## src/include/iadsr_defs.vh

```
// Purpose: shared constants of the i2c address decode and broadcast reset block
// Assumes: 7-bit i2c addressing, address select pins classified into four tie levels
// Notes:   included by bare name; definitions only
`ifndef IADSR_DEFS_VH
`define IADSR_DEFS_VH

// ****************************************************************
// synchroniser
// ****************************************************************
`define IADSR_SYNC_W        5
// clocks after reset before the synchroniser output reflects the pins
`define IADSR_WARM_W        4

// ****************************************************************
// address select pin tie classes (bit 1 = tied to a bus line)
// ****************************************************************
`define IADSR_CLS_LOW       2'h0
`define IADSR_CLS_HIGH      2'h1
`define IADSR_CLS_SCL       2'h2
`define IADSR_CLS_SDA       2'h3

// ****************************************************************
// upper address nibble, selected by which pins are tied to bus lines
// index is {pin2 on bus, pin1 on bus, pin0 on bus}
// ****************************************************************
`define IADSR_GRP_000       4'h4
`define IADSR_GRP_001       4'h5
`define IADSR_GRP_010       4'h2
`define IADSR_GRP_011       4'h3
`define IADSR_GRP_100       4'hc
`define IADSR_GRP_101       4'he
`define IADSR_GRP_110       4'ha
`define IADSR_GRP_111       4'hb

// ****************************************************************
// reserved bus codes
// ****************************************************************
`define IADSR_GC_WRITE      8'h00
`define IADSR_GC_READ       8'h01
`define IADSR_RESET_BYTE    8'h06
`define IADSR_ID_ADDR       7'h7c

// ****************************************************************
// byte framing
// ****************************************************************
`define IADSR_BITS_W        4
`define IADSR_BYTE_BITS     4'h8

`endif

```

## src/rtl/iadsr_pin_class.v

```verilog
// Purpose: decide how one address select pin is tied: low, high, scl or sda
// Assumes: pin, scl and sda are filtered through identical synchroniser paths
// Notes:   evidence is sticky from power-up; a soft reset does not clear it
`timescale 1ns/1ps
`default_nettype none
`include "iadsr_defs.vh"

module iadsr_pin_class (
    input  wire       clk_i,
    input  wire       nrst_i,
    input  wire       pin_i,
    input  wire       scl_i,
    input  wire       sda_i,
    output reg  [1:0] class_o
);

    reg seen_hi_r;
    reg seen_lo_r;
    reg diff_scl_r;
    reg diff_sda_r;
    reg [1:0] class_nxt;
    reg [`IADSR_WARM_W-1:0] warm_r;

    // keep the evidence across soft resets, otherwise an idle bus (both lines high)
    // would make a bus-tied pin look like a supply tie until the next start
    always @(posedge clk_i or negedge nrst_i)
    begin
        if (!nrst_i)
        begin
            seen_hi_r  <= 1'b0;
            seen_lo_r  <= 1'b0;
            diff_scl_r <= 1'b0;
            diff_sda_r <= 1'b0;
            warm_r     <= {`IADSR_WARM_W{1'b0}};
            class_o    <= `IADSR_CLS_HIGH;
        end
        else
        begin
            // the synchroniser resets to all ones; ignore it until that value is flushed,
            // else a grounded pin would collect false high evidence
            warm_r     <= {warm_r[`IADSR_WARM_W-2:0], 1'b1};
            seen_hi_r  <= seen_hi_r | (warm_r[`IADSR_WARM_W-1] & pin_i);
            seen_lo_r  <= seen_lo_r | (warm_r[`IADSR_WARM_W-1] & ~pin_i);
            diff_scl_r <= diff_scl_r | (warm_r[`IADSR_WARM_W-1] & (pin_i ^ scl_i));
            diff_sda_r <= diff_sda_r | (warm_r[`IADSR_WARM_W-1] & (pin_i ^ sda_i));
            class_o    <= class_nxt;
        end
    end

    always @*
    begin
        if (!seen_hi_r)
            class_nxt = `IADSR_CLS_LOW;
        else if (!seen_lo_r)
            class_nxt = `IADSR_CLS_HIGH;
        else if (!diff_scl_r)
            class_nxt = `IADSR_CLS_SCL;
        else
            class_nxt = `IADSR_CLS_SDA;
    end

endmodule

`default_nettype wire

```

## src/rtl/iadsr_sync.v

```verilog
// Purpose: three-stage synchroniser with agreement filter for pin inputs
// Assumes: inputs asynchronous to clk_i
// Notes:   output only changes once stages two and three agree
`timescale 1ns/1ps
`default_nettype none

module iadsr_sync #(
    parameter W = 1,
    parameter [W-1:0] INIT = {W{1'b1}}
) (
    input  wire         clk_i,
    input  wire         nrst_i,
    input  wire [W-1:0] async_i,
    output reg  [W-1:0] level_o
);

    reg [W-1:0] s1_r;
    reg [W-1:0] s2_r;
    reg [W-1:0] s3_r;
    integer     k;

    // s1_r feeds s2_r only
    always @(posedge clk_i or negedge nrst_i)
    begin
        if (!nrst_i)
        begin
            s1_r    <= INIT;
            s2_r    <= INIT;
            s3_r    <= INIT;
            level_o <= INIT;
        end
        else
        begin
            s1_r <= async_i;
            s2_r <= s1_r;
            s3_r <= s2_r;
            for (k = 0; k < W; k = k + 1)
            begin
                if (s2_r[k] == s3_r[k])
                    level_o[k] <= s3_r[k];
            end
        end
    end

endmodule

`default_nettype wire

```

## src/rtl/iadsr_top.v

```verilog
// Purpose: i2c target address recognition with broadcast software reset
// Assumes: scl and sda come from pins; target never stretches scl
// Notes:   own address is acknowledged but no port data is exchanged here
`timescale 1ns/1ps
`default_nettype none
`include "iadsr_defs.vh"

// Summary of operation
// - recognise own address, general call and identification address
// - software reset acts on the broadcast sequence alone, same on every instance
// - acknowledge the general call only when the whole first byte is 00h
// - general call with read bit gets no acknowledge and no reset action
// - after acknowledged general call, acknowledge a data byte equal to 06h
// - any other data byte is left unacknowledged and does not arm reset
// - after the reset byte, no further data byte is acknowledged
// - stop after an acknowledged reset byte returns the byte engine to power-up state; pin class evidence is kept
// - repeated start after the reset byte discards the armed reset
// - after reset, own address is answered again from the next start on
// - three select pins choose one of 64 addresses, compared after start
// - last address bit one means read, zero means write
// - reserved general call and identification codes never become own address
module iadsr_top (
    input  wire       clk_i,
    input  wire       nrst_i,
    input  wire       scl_i,
    input  wire       sda_i,
    input  wire       addr_select_pin_0_i,
    input  wire       addr_select_pin_1_i,
    input  wire       addr_select_pin_2_i,
    output reg        sda_o,
    output reg        sda_oe_o,
    output reg        soft_reset_o,
    output reg        addr_hit_o,
    output reg        read_o,
    output reg        id_hit_o,
    output reg        reset_armed_o,
    output reg  [6:0] own_addr_o
);

    // ****************************************************************
    // states
    // ****************************************************************
    localparam [4:0] ST_IDLE   = 5'h01;
    localparam [4:0] ST_ADDR   = 5'h02;
    localparam [4:0] ST_ACK    = 5'h04;
    localparam [4:0] ST_GCDATA = 5'h08;
    localparam [4:0] ST_IGNORE = 5'h10;

    // ****************************************************************
    // pin synchronisation
    // ****************************************************************
    wire [`IADSR_SYNC_W-1:0] pins_f;
    wire                     scl_f;
    wire                     sda_f;
    wire [1:0]               cls0;
    wire [1:0]               cls1;
    wire [1:0]               cls2;

    iadsr_sync #(
        .W    (`IADSR_SYNC_W),
        .INIT (5'h1f)
    ) u_sync (
        .clk_i   (clk_i),
        .nrst_i  (nrst_i),
        .async_i ({addr_select_pin_2_i, addr_select_pin_1_i, addr_select_pin_0_i, sda_i, scl_i}),
        .level_o (pins_f)
    );

    assign scl_f = pins_f[0];
    assign sda_f = pins_f[1];

    // ****************************************************************
    // address select pin classification
    // ****************************************************************
    iadsr_pin_class u_cls0 (
        .clk_i   (clk_i),
        .nrst_i  (nrst_i),
        .pin_i   (pins_f[2]),
        .scl_i   (scl_f),
        .sda_i   (sda_f),
        .class_o (cls0)
    );

    iadsr_pin_class u_cls1 (
        .clk_i   (clk_i),
        .nrst_i  (nrst_i),
        .pin_i   (pins_f[3]),
        .scl_i   (scl_f),
        .sda_i   (sda_f),
        .class_o (cls1)
    );

    iadsr_pin_class u_cls2 (
        .clk_i   (clk_i),
        .nrst_i  (nrst_i),
        .pin_i   (pins_f[4]),
        .scl_i   (scl_f),
        .sda_i   (sda_f),
        .class_o (cls2)
    );

    // ****************************************************************
    // address map
    // ****************************************************************
    reg [3:0] grp_nib;
    wire [6:0] own_addr_nxt;

    // every group nibble is outside 0000 and 1111, so reserved codes cannot result
    always @*
    begin
        case ({cls2[1], cls1[1], cls0[1]})
            3'h0:    grp_nib = `IADSR_GRP_000;
            3'h1:    grp_nib = `IADSR_GRP_001;
            3'h2:    grp_nib = `IADSR_GRP_010;
            3'h3:    grp_nib = `IADSR_GRP_011;
            3'h4:    grp_nib = `IADSR_GRP_100;
            3'h5:    grp_nib = `IADSR_GRP_101;
            3'h6:    grp_nib = `IADSR_GRP_110;
            3'h7:    grp_nib = `IADSR_GRP_111;
            default: grp_nib = `IADSR_GRP_000;
        endcase
    end

    assign own_addr_nxt = {grp_nib, cls2[0], cls1[0], cls0[0]};

    // ****************************************************************
    // bus condition detection
    // ****************************************************************
    reg  scl_p_r;
    reg  sda_p_r;
    wire scl_rise;
    wire scl_fall;
    wire bus_start;
    wire bus_stop;

    always @(posedge clk_i or negedge nrst_i)
    begin
        if (!nrst_i)
        begin
            scl_p_r <= 1'b1;
            sda_p_r <= 1'b1;
        end
        else
        begin
            scl_p_r <= scl_f;
            sda_p_r <= sda_f;
        end
    end

    assign scl_rise  = scl_f & ~scl_p_r;
    assign scl_fall  = ~scl_f & scl_p_r;
    assign bus_start = scl_f & scl_p_r & sda_p_r & ~sda_f;
    assign bus_stop  = scl_f & scl_p_r & ~sda_p_r & sda_f;

    // ****************************************************************
    // byte engine and reset sequencer
    // ****************************************************************
    reg [4:0]              state_r;
    reg [4:0]              state_nxt;
    reg [4:0]              after_ack_r;
    reg [4:0]              after_ack_nxt;
    reg [7:0]              shift_r;
    reg [7:0]              shift_nxt;
    reg [`IADSR_BITS_W-1:0] bits_r;
    reg [`IADSR_BITS_W-1:0] bits_nxt;
    reg                    arm_nxt;
    reg                    oe_nxt;
    reg                    hit_nxt;
    reg                    read_nxt;
    reg                    id_nxt;
    reg                    srst_nxt;

    always @*
    begin
        state_nxt     = state_r;
        after_ack_nxt = after_ack_r;
        shift_nxt     = shift_r;
        bits_nxt      = bits_r;
        arm_nxt       = reset_armed_o;
        oe_nxt        = sda_oe_o;
        hit_nxt       = 1'b0;
        read_nxt      = read_o;
        id_nxt        = 1'b0;
        srst_nxt      = 1'b0;
        if (bus_start)
        begin
            // a repeated start drops any armed reset
            state_nxt = ST_ADDR;
            bits_nxt  = {`IADSR_BITS_W{1'b0}};
            arm_nxt   = 1'b0;
            oe_nxt    = 1'b0;
        end
        else if (bus_stop)
        begin
            state_nxt = ST_IDLE;
            bits_nxt  = {`IADSR_BITS_W{1'b0}};
            oe_nxt    = 1'b0;
            arm_nxt   = 1'b0;
            srst_nxt  = reset_armed_o;
        end
        else
        begin
            case (state_r)
                ST_IDLE:
                begin
                    oe_nxt = 1'b0;
                end
                ST_ADDR, ST_GCDATA:
                begin
                    if (scl_rise && bits_r != `IADSR_BYTE_BITS)
                    begin
                        shift_nxt = {shift_r[6:0], sda_f};
                        bits_nxt  = bits_r + 4'h1;
                    end
                    else if (scl_fall && bits_r == `IADSR_BYTE_BITS)
                    begin
                        state_nxt     = ST_IGNORE;
                        after_ack_nxt = ST_IGNORE;
                        if (state_r == ST_ADDR)
                        begin
                            if (shift_r == `IADSR_GC_WRITE)
                            begin
                                // whole byte must be 00h, not just the seven address bits
                                state_nxt     = ST_ACK;
                                after_ack_nxt = ST_GCDATA;
                            end
                            else if (shift_r == `IADSR_GC_READ)
                            begin
                                state_nxt = ST_IGNORE;
                            end
                            else if (shift_r[7:1] == own_addr_o)
                            begin
                                state_nxt = ST_ACK;
                                hit_nxt   = 1'b1;
                                read_nxt  = shift_r[0];
                            end
                            else if (shift_r[7:1] == `IADSR_ID_ADDR && !shift_r[0])
                            begin
                                state_nxt = ST_ACK;
                                id_nxt    = 1'b1;
                            end
                        end
                        else if (shift_r == `IADSR_RESET_BYTE)
                        begin
                            // only one reset byte per transfer is acknowledged
                            state_nxt = ST_ACK;
                            arm_nxt   = 1'b1;
                        end
                        else
                        begin
                            state_nxt = ST_IGNORE;
                        end
                        oe_nxt = (state_nxt == ST_ACK);
                    end
                end
                ST_ACK:
                begin
                    // release at the falling edge that ends the ninth clock
                    if (scl_fall)
                    begin
                        oe_nxt    = 1'b0;
                        state_nxt = after_ack_r;
                        bits_nxt  = {`IADSR_BITS_W{1'b0}};
                    end
                end
                ST_IGNORE:
                begin
                    oe_nxt = 1'b0;
                end
                default:
                begin
                    state_nxt = ST_IDLE;
                    oe_nxt    = 1'b0;
                end
            endcase
        end
    end

    // the ack cycle opens at the eighth falling edge and the very next falling
    // edge ends it, so the first data bit of the next byte is not lost
    always @(posedge clk_i or negedge nrst_i)
    begin
        if (!nrst_i)
        begin
            state_r       <= ST_IDLE;
            after_ack_r   <= ST_IGNORE;
            shift_r       <= 8'hff;
            bits_r        <= {`IADSR_BITS_W{1'b0}};
            sda_o         <= 1'b0;
            sda_oe_o      <= 1'b0;
            soft_reset_o  <= 1'b0;
            addr_hit_o    <= 1'b0;
            read_o        <= 1'b0;
            id_hit_o      <= 1'b0;
            reset_armed_o <= 1'b0;
            own_addr_o    <= {`IADSR_GRP_000, 3'h7};
        end
        else if (srst_nxt)
        begin
            // back to power-up values except own_addr_o and soft_reset_o; idle state is ready for the next start
            state_r       <= ST_IDLE;
            after_ack_r   <= ST_IGNORE;
            shift_r       <= 8'hff;
            bits_r        <= {`IADSR_BITS_W{1'b0}};
            sda_o         <= 1'b0;
            sda_oe_o      <= 1'b0;
            soft_reset_o  <= 1'b1;
            addr_hit_o    <= 1'b0;
            read_o        <= 1'b0;
            id_hit_o      <= 1'b0;
            reset_armed_o <= 1'b0;
            own_addr_o    <= own_addr_nxt;
        end
        else
        begin
            state_r       <= state_nxt;
            after_ack_r   <= after_ack_nxt;
            shift_r       <= shift_nxt;
            bits_r        <= bits_nxt;
            sda_o         <= 1'b0;
            sda_oe_o      <= oe_nxt;
            soft_reset_o  <= 1'b0;
            addr_hit_o    <= hit_nxt;
            read_o        <= read_nxt;
            id_hit_o      <= id_nxt;
            reset_armed_o <= arm_nxt;
            own_addr_o    <= own_addr_nxt;
        end
    end

endmodule

`default_nettype wire

```

## config.mk

```make
export PLATFORM = sky130hd
export DESIGN_NAME = iadsr_top
export DESIGN_NICKNAME = d
export VERILOG_FILES = /design/src/rtl/iadsr_pin_class.v /design/src/rtl/iadsr_sync.v /design/src/rtl/iadsr_top.v
export VERILOG_INCLUDE_DIRS = /design/src /design/src/include
export SDC_FILE = /design/constraint.sdc
export NUM_CORES = 1
export LEC_CHECK = 0
export BUFFER_PORTS_ARGS = -buffer_cell sky130_fd_sc_hd__buf_2
export CORE_AREA = 4 4 80 82
export CTS_CLUSTER_SIZE = 30
export DETAILED_ROUTE_END_ITERATION = 10
export DIE_AREA = 0 0 84 86
export PLACE_DENSITY = 0.68
export REMOVE_ABC_BUFFERS = 1
export SLEW_MARGIN = 20
export SYNTH_ARGS = -nofsm -noshare
export SYNTH_HDL_FRONTEND = slang
export SYNTH_SLANG_ARGS = --single-unit
```

## constraint.sdc

```tcl
create_clock -name clk_i -period 1.77 [get_ports clk_i]
set_input_delay 0.0885 -clock clk_i [delete_from_list [all_inputs] [get_ports clk_i]]
set_output_delay 0.0885 -clock clk_i [all_outputs]
set_load 0.02 [all_outputs]
```

==> flow_summary.yaml <==
clock_network:
  insertion_delay_ns: 0.34
  cts.htree.levels: 3
  clock_path_buffers: 2
  cts_buffers: 9
  cts_tree: "done"
  clkTransAtPathRegs_ns: 0.08
  cts_sinks: 73
  root_buffer: "clkbuf_8"
timing:
  clock_skew_ns: 0.00624
  setup_viol: 7
  hold_violations: 0
  post-route-period-util: 1.03
  slew_violations: 0
  max_freq_mhz: 546
  min_period_ns: 1.83
  grt_setup_unrepaired: "true"
  setup_slack_ns: -0.0601
  tns_ns: -0.257
power_and_ir_drop:
  combPwrFrac: 0.055
  power_frac_clock: 0.420
  switching_share: 0.215
  p_per_area_mw_per_mm2: 930
  seqPwrFrac: 0.526
  p_sw_mw: 0.726
  internal-power_mw: 2.65
  leakagePower_nw: 1.59
  p_total_mw: 3.38
  max-vdd-ir-drop_v: 0.000599
route:
  drc: 0
  totalWireLength_um: 5460
  drt_iter0_drc: 105
  drtAntennaViolNets: 0
  drtPass1Iterations: 4
  vias: 2016
  wl_per_cell_um: 14.5
  via_per_inst: 5.36
synthesis:
  synth_edf_count: 0
  avgSynthCellArea_um2: 12.1
  synthTopCellsByArea: "dfstp_2 35%, dfrtp_1 29%, nand3_1 3.6%"
  netlist_instances: 241
  ys_top_cells_by_count: "39 x dfstp_2, 34 x dfrtp_1, 25 x nand2_1"
  synth.distinct_cells: 49
  yosysSeqAreaShare: 0.643
  ys_seq_elements: 73
  synthMostInstantiatedCell: "dfstp_2"
  synthArstFlopShare: 1.00
  yosysTopAreaCellShare: 0.352
  syn_area_mm2: 0.00292
  yosys.area.top_type: "dfstp_2"
  synth_ff_type: "dfstp_2"
  yosysWarnings: 0
placement:
  gp_congestion: 0.924
  numPortBuffers: 19
  place_ws_ns: -0.133
  dp_hpwl_um: 3500
die:
  dieArea_mm2: 0.00722
  fp.dieH_um: 86
  num_rows: 28
  coreArea_mm2: 0.00575
  initial_utilization: 0.507
  die_w_um: 84
  io_pins: 21
cells_and_area:
  layout.nets: 305
  layout-drive-gt1-share: 0.419
  syn_to_final_growth_pct: 24.6
  diodes: 0
  nFillCells: 462
  fin_util: 0.632
global_routing:
  grt_pass1_vias: 1985
  overflow: 0
  grt_antenna_before_repair: 0
  use_met2: 0.265
  grt_use_total: 0.161
  use_met1: 0.200
  top_usage_layer: "met2"
  grt.met3_usage: 0.0442
  grt_pass1_wl_um: 9180
  grt_max_degree: 74
run_status:
  failed_checks: "setup timing"
  status: "complete, but fails checks"
setup_path:
  crit_arrival_ns: 2.06
  cp-start-kind: "flop"
  cp_data_required_time_ns: 2.00
  ff2ff_setup_slack_ns: -0.06
  worst_setup_path_end_kind: "flop"
  criticalPathCategory: "flop to flop"
  crit_fanout: 3
job:
  drv_cap: 0
min_path:
  hold_class: "input port to async pin"
cell type report:
cell class / count / area (µm²) / share of cell area
Timing Repair Buffer: 53 / 382 / 0.105
Inverter: 14 / 52.6 / 0.0145
Clock buffer: 11 / 141 / 0.0389
Clock inverter: 5 / 80.1 / 0.0220
Sequential cell: 73 / 1880 / 0.516
Tap cell: 75 / 93.8 / 0.0258
Multi-Input combinational cell: 145 / 1010 / 0.278
what timing repair did:
item                                    4_1_cts  5_1_grt
gates resized for setup                       7       12
buffers inserted                              1        3
endpoints found under the setup margin        9       13
hold buffers                                  6        0
endpoints found under the hold margin        39        0
pin swaps                                     6        6
metrics by stage:
stage	hold WS, ns	area [µm²]	cells
after floorplan	-0.207	2860	232
after global placement	0.140	3240	350
after detailed placement	0.142	3240	350
after CTS	0.308	3550	373
after global routing	0.334	3630	376
final	0.286	3630	376
power by group through the flow:
stage	clock network, mW	logic, mW	registers, mW
after global placement	0	0.161	1.80
after CTS	1.45	0.175	1.77
final	1.42	0.185	1.78
after detailed placement	0	0.163	1.80
after global routing	1.55	0.207	1.78
after floorplan	0	0.0657	1.80
final timing paths:
check	startpoint	end	cells past startpoint
min in group clk_i	u_cls2.warm_r[2]	u_cls0.warm_r[3]	0
max in group asynchronous	nrst_i	u_sync.s1_r[3]	3
max	shift_r[7]	state_r[4]	5
min reg2reg	u_cls2.warm_r[2]	u_cls0.warm_r[3]	0
max reg2reg	shift_r[7]	state_r[4]	5
min	nrst_i	state_r[3]	3
routing by layer:
layer	wire length, µm	vias to the layer above
li1	-	938
met1	2280	1019
met2	2800	47
met3	265	12
met4	113	0
met5	0	-
state kept, by name (all words and copies together) (netlist names), 2 cells and up:
register	cells
u_sync.s1_r	5
u_cls2.warm_r	2
u_cls1.class_o	2
bits_r	4
u_cls2.class_o	2
u_sync.s3_r	5
own_addr_o	7
u_sync.level_o	5
u_sync.s2_r	5
shift_r	8
u_cls0.class_o	2
state_r	5
after_ack_r	2
worst max-delay path: stages, from the launching register on:
cell      delay (ns)
dfstp_2         0.38
or4_4           0.56
nor2_4          0.16
a211oi_2        0.08
a211o_2         0.31
a41o_1          0.23
cell usage in the layout, fill, tap and decap left out, types with 4 or more instances in the layout:
| cell | instances |
|---|---|
| dfstp_2 | 39 |
| dfrtp_1 | 34 |
| buf_4 | 26 |
| nand2_1 | 25 |
| nand3_1 | 21 |
| buf_2 | 19 |
| inv_1 | 14 |
| clkbuf_8 | 10 |
| xor2_1 | 9 |
| a21o_1 | 6 |
| dlygate4sd3_1 | 6 |
| nor2_1 | 5 |
| nor3_1 | 5 |
| maj3_1 | 5 |
| a21boi_0 | 4 |
| and2_1 | 4 |
cells by family (layout without fill, tap and decap cells):
group	Yosys count	in the layout	share of synthesized area
compound gates	37	37	0.0944
xor+xnor	12	12	0.0361
fa+ha+maj	7	7	0.0258
buf+inv	23	83	0.0373
flops	73	73	0.643
mux	1	1	0.00386
other cells	2	2	0.00258
simple gates	86	86	0.157
Note: power is estimated with default switching activity, not from simulation.
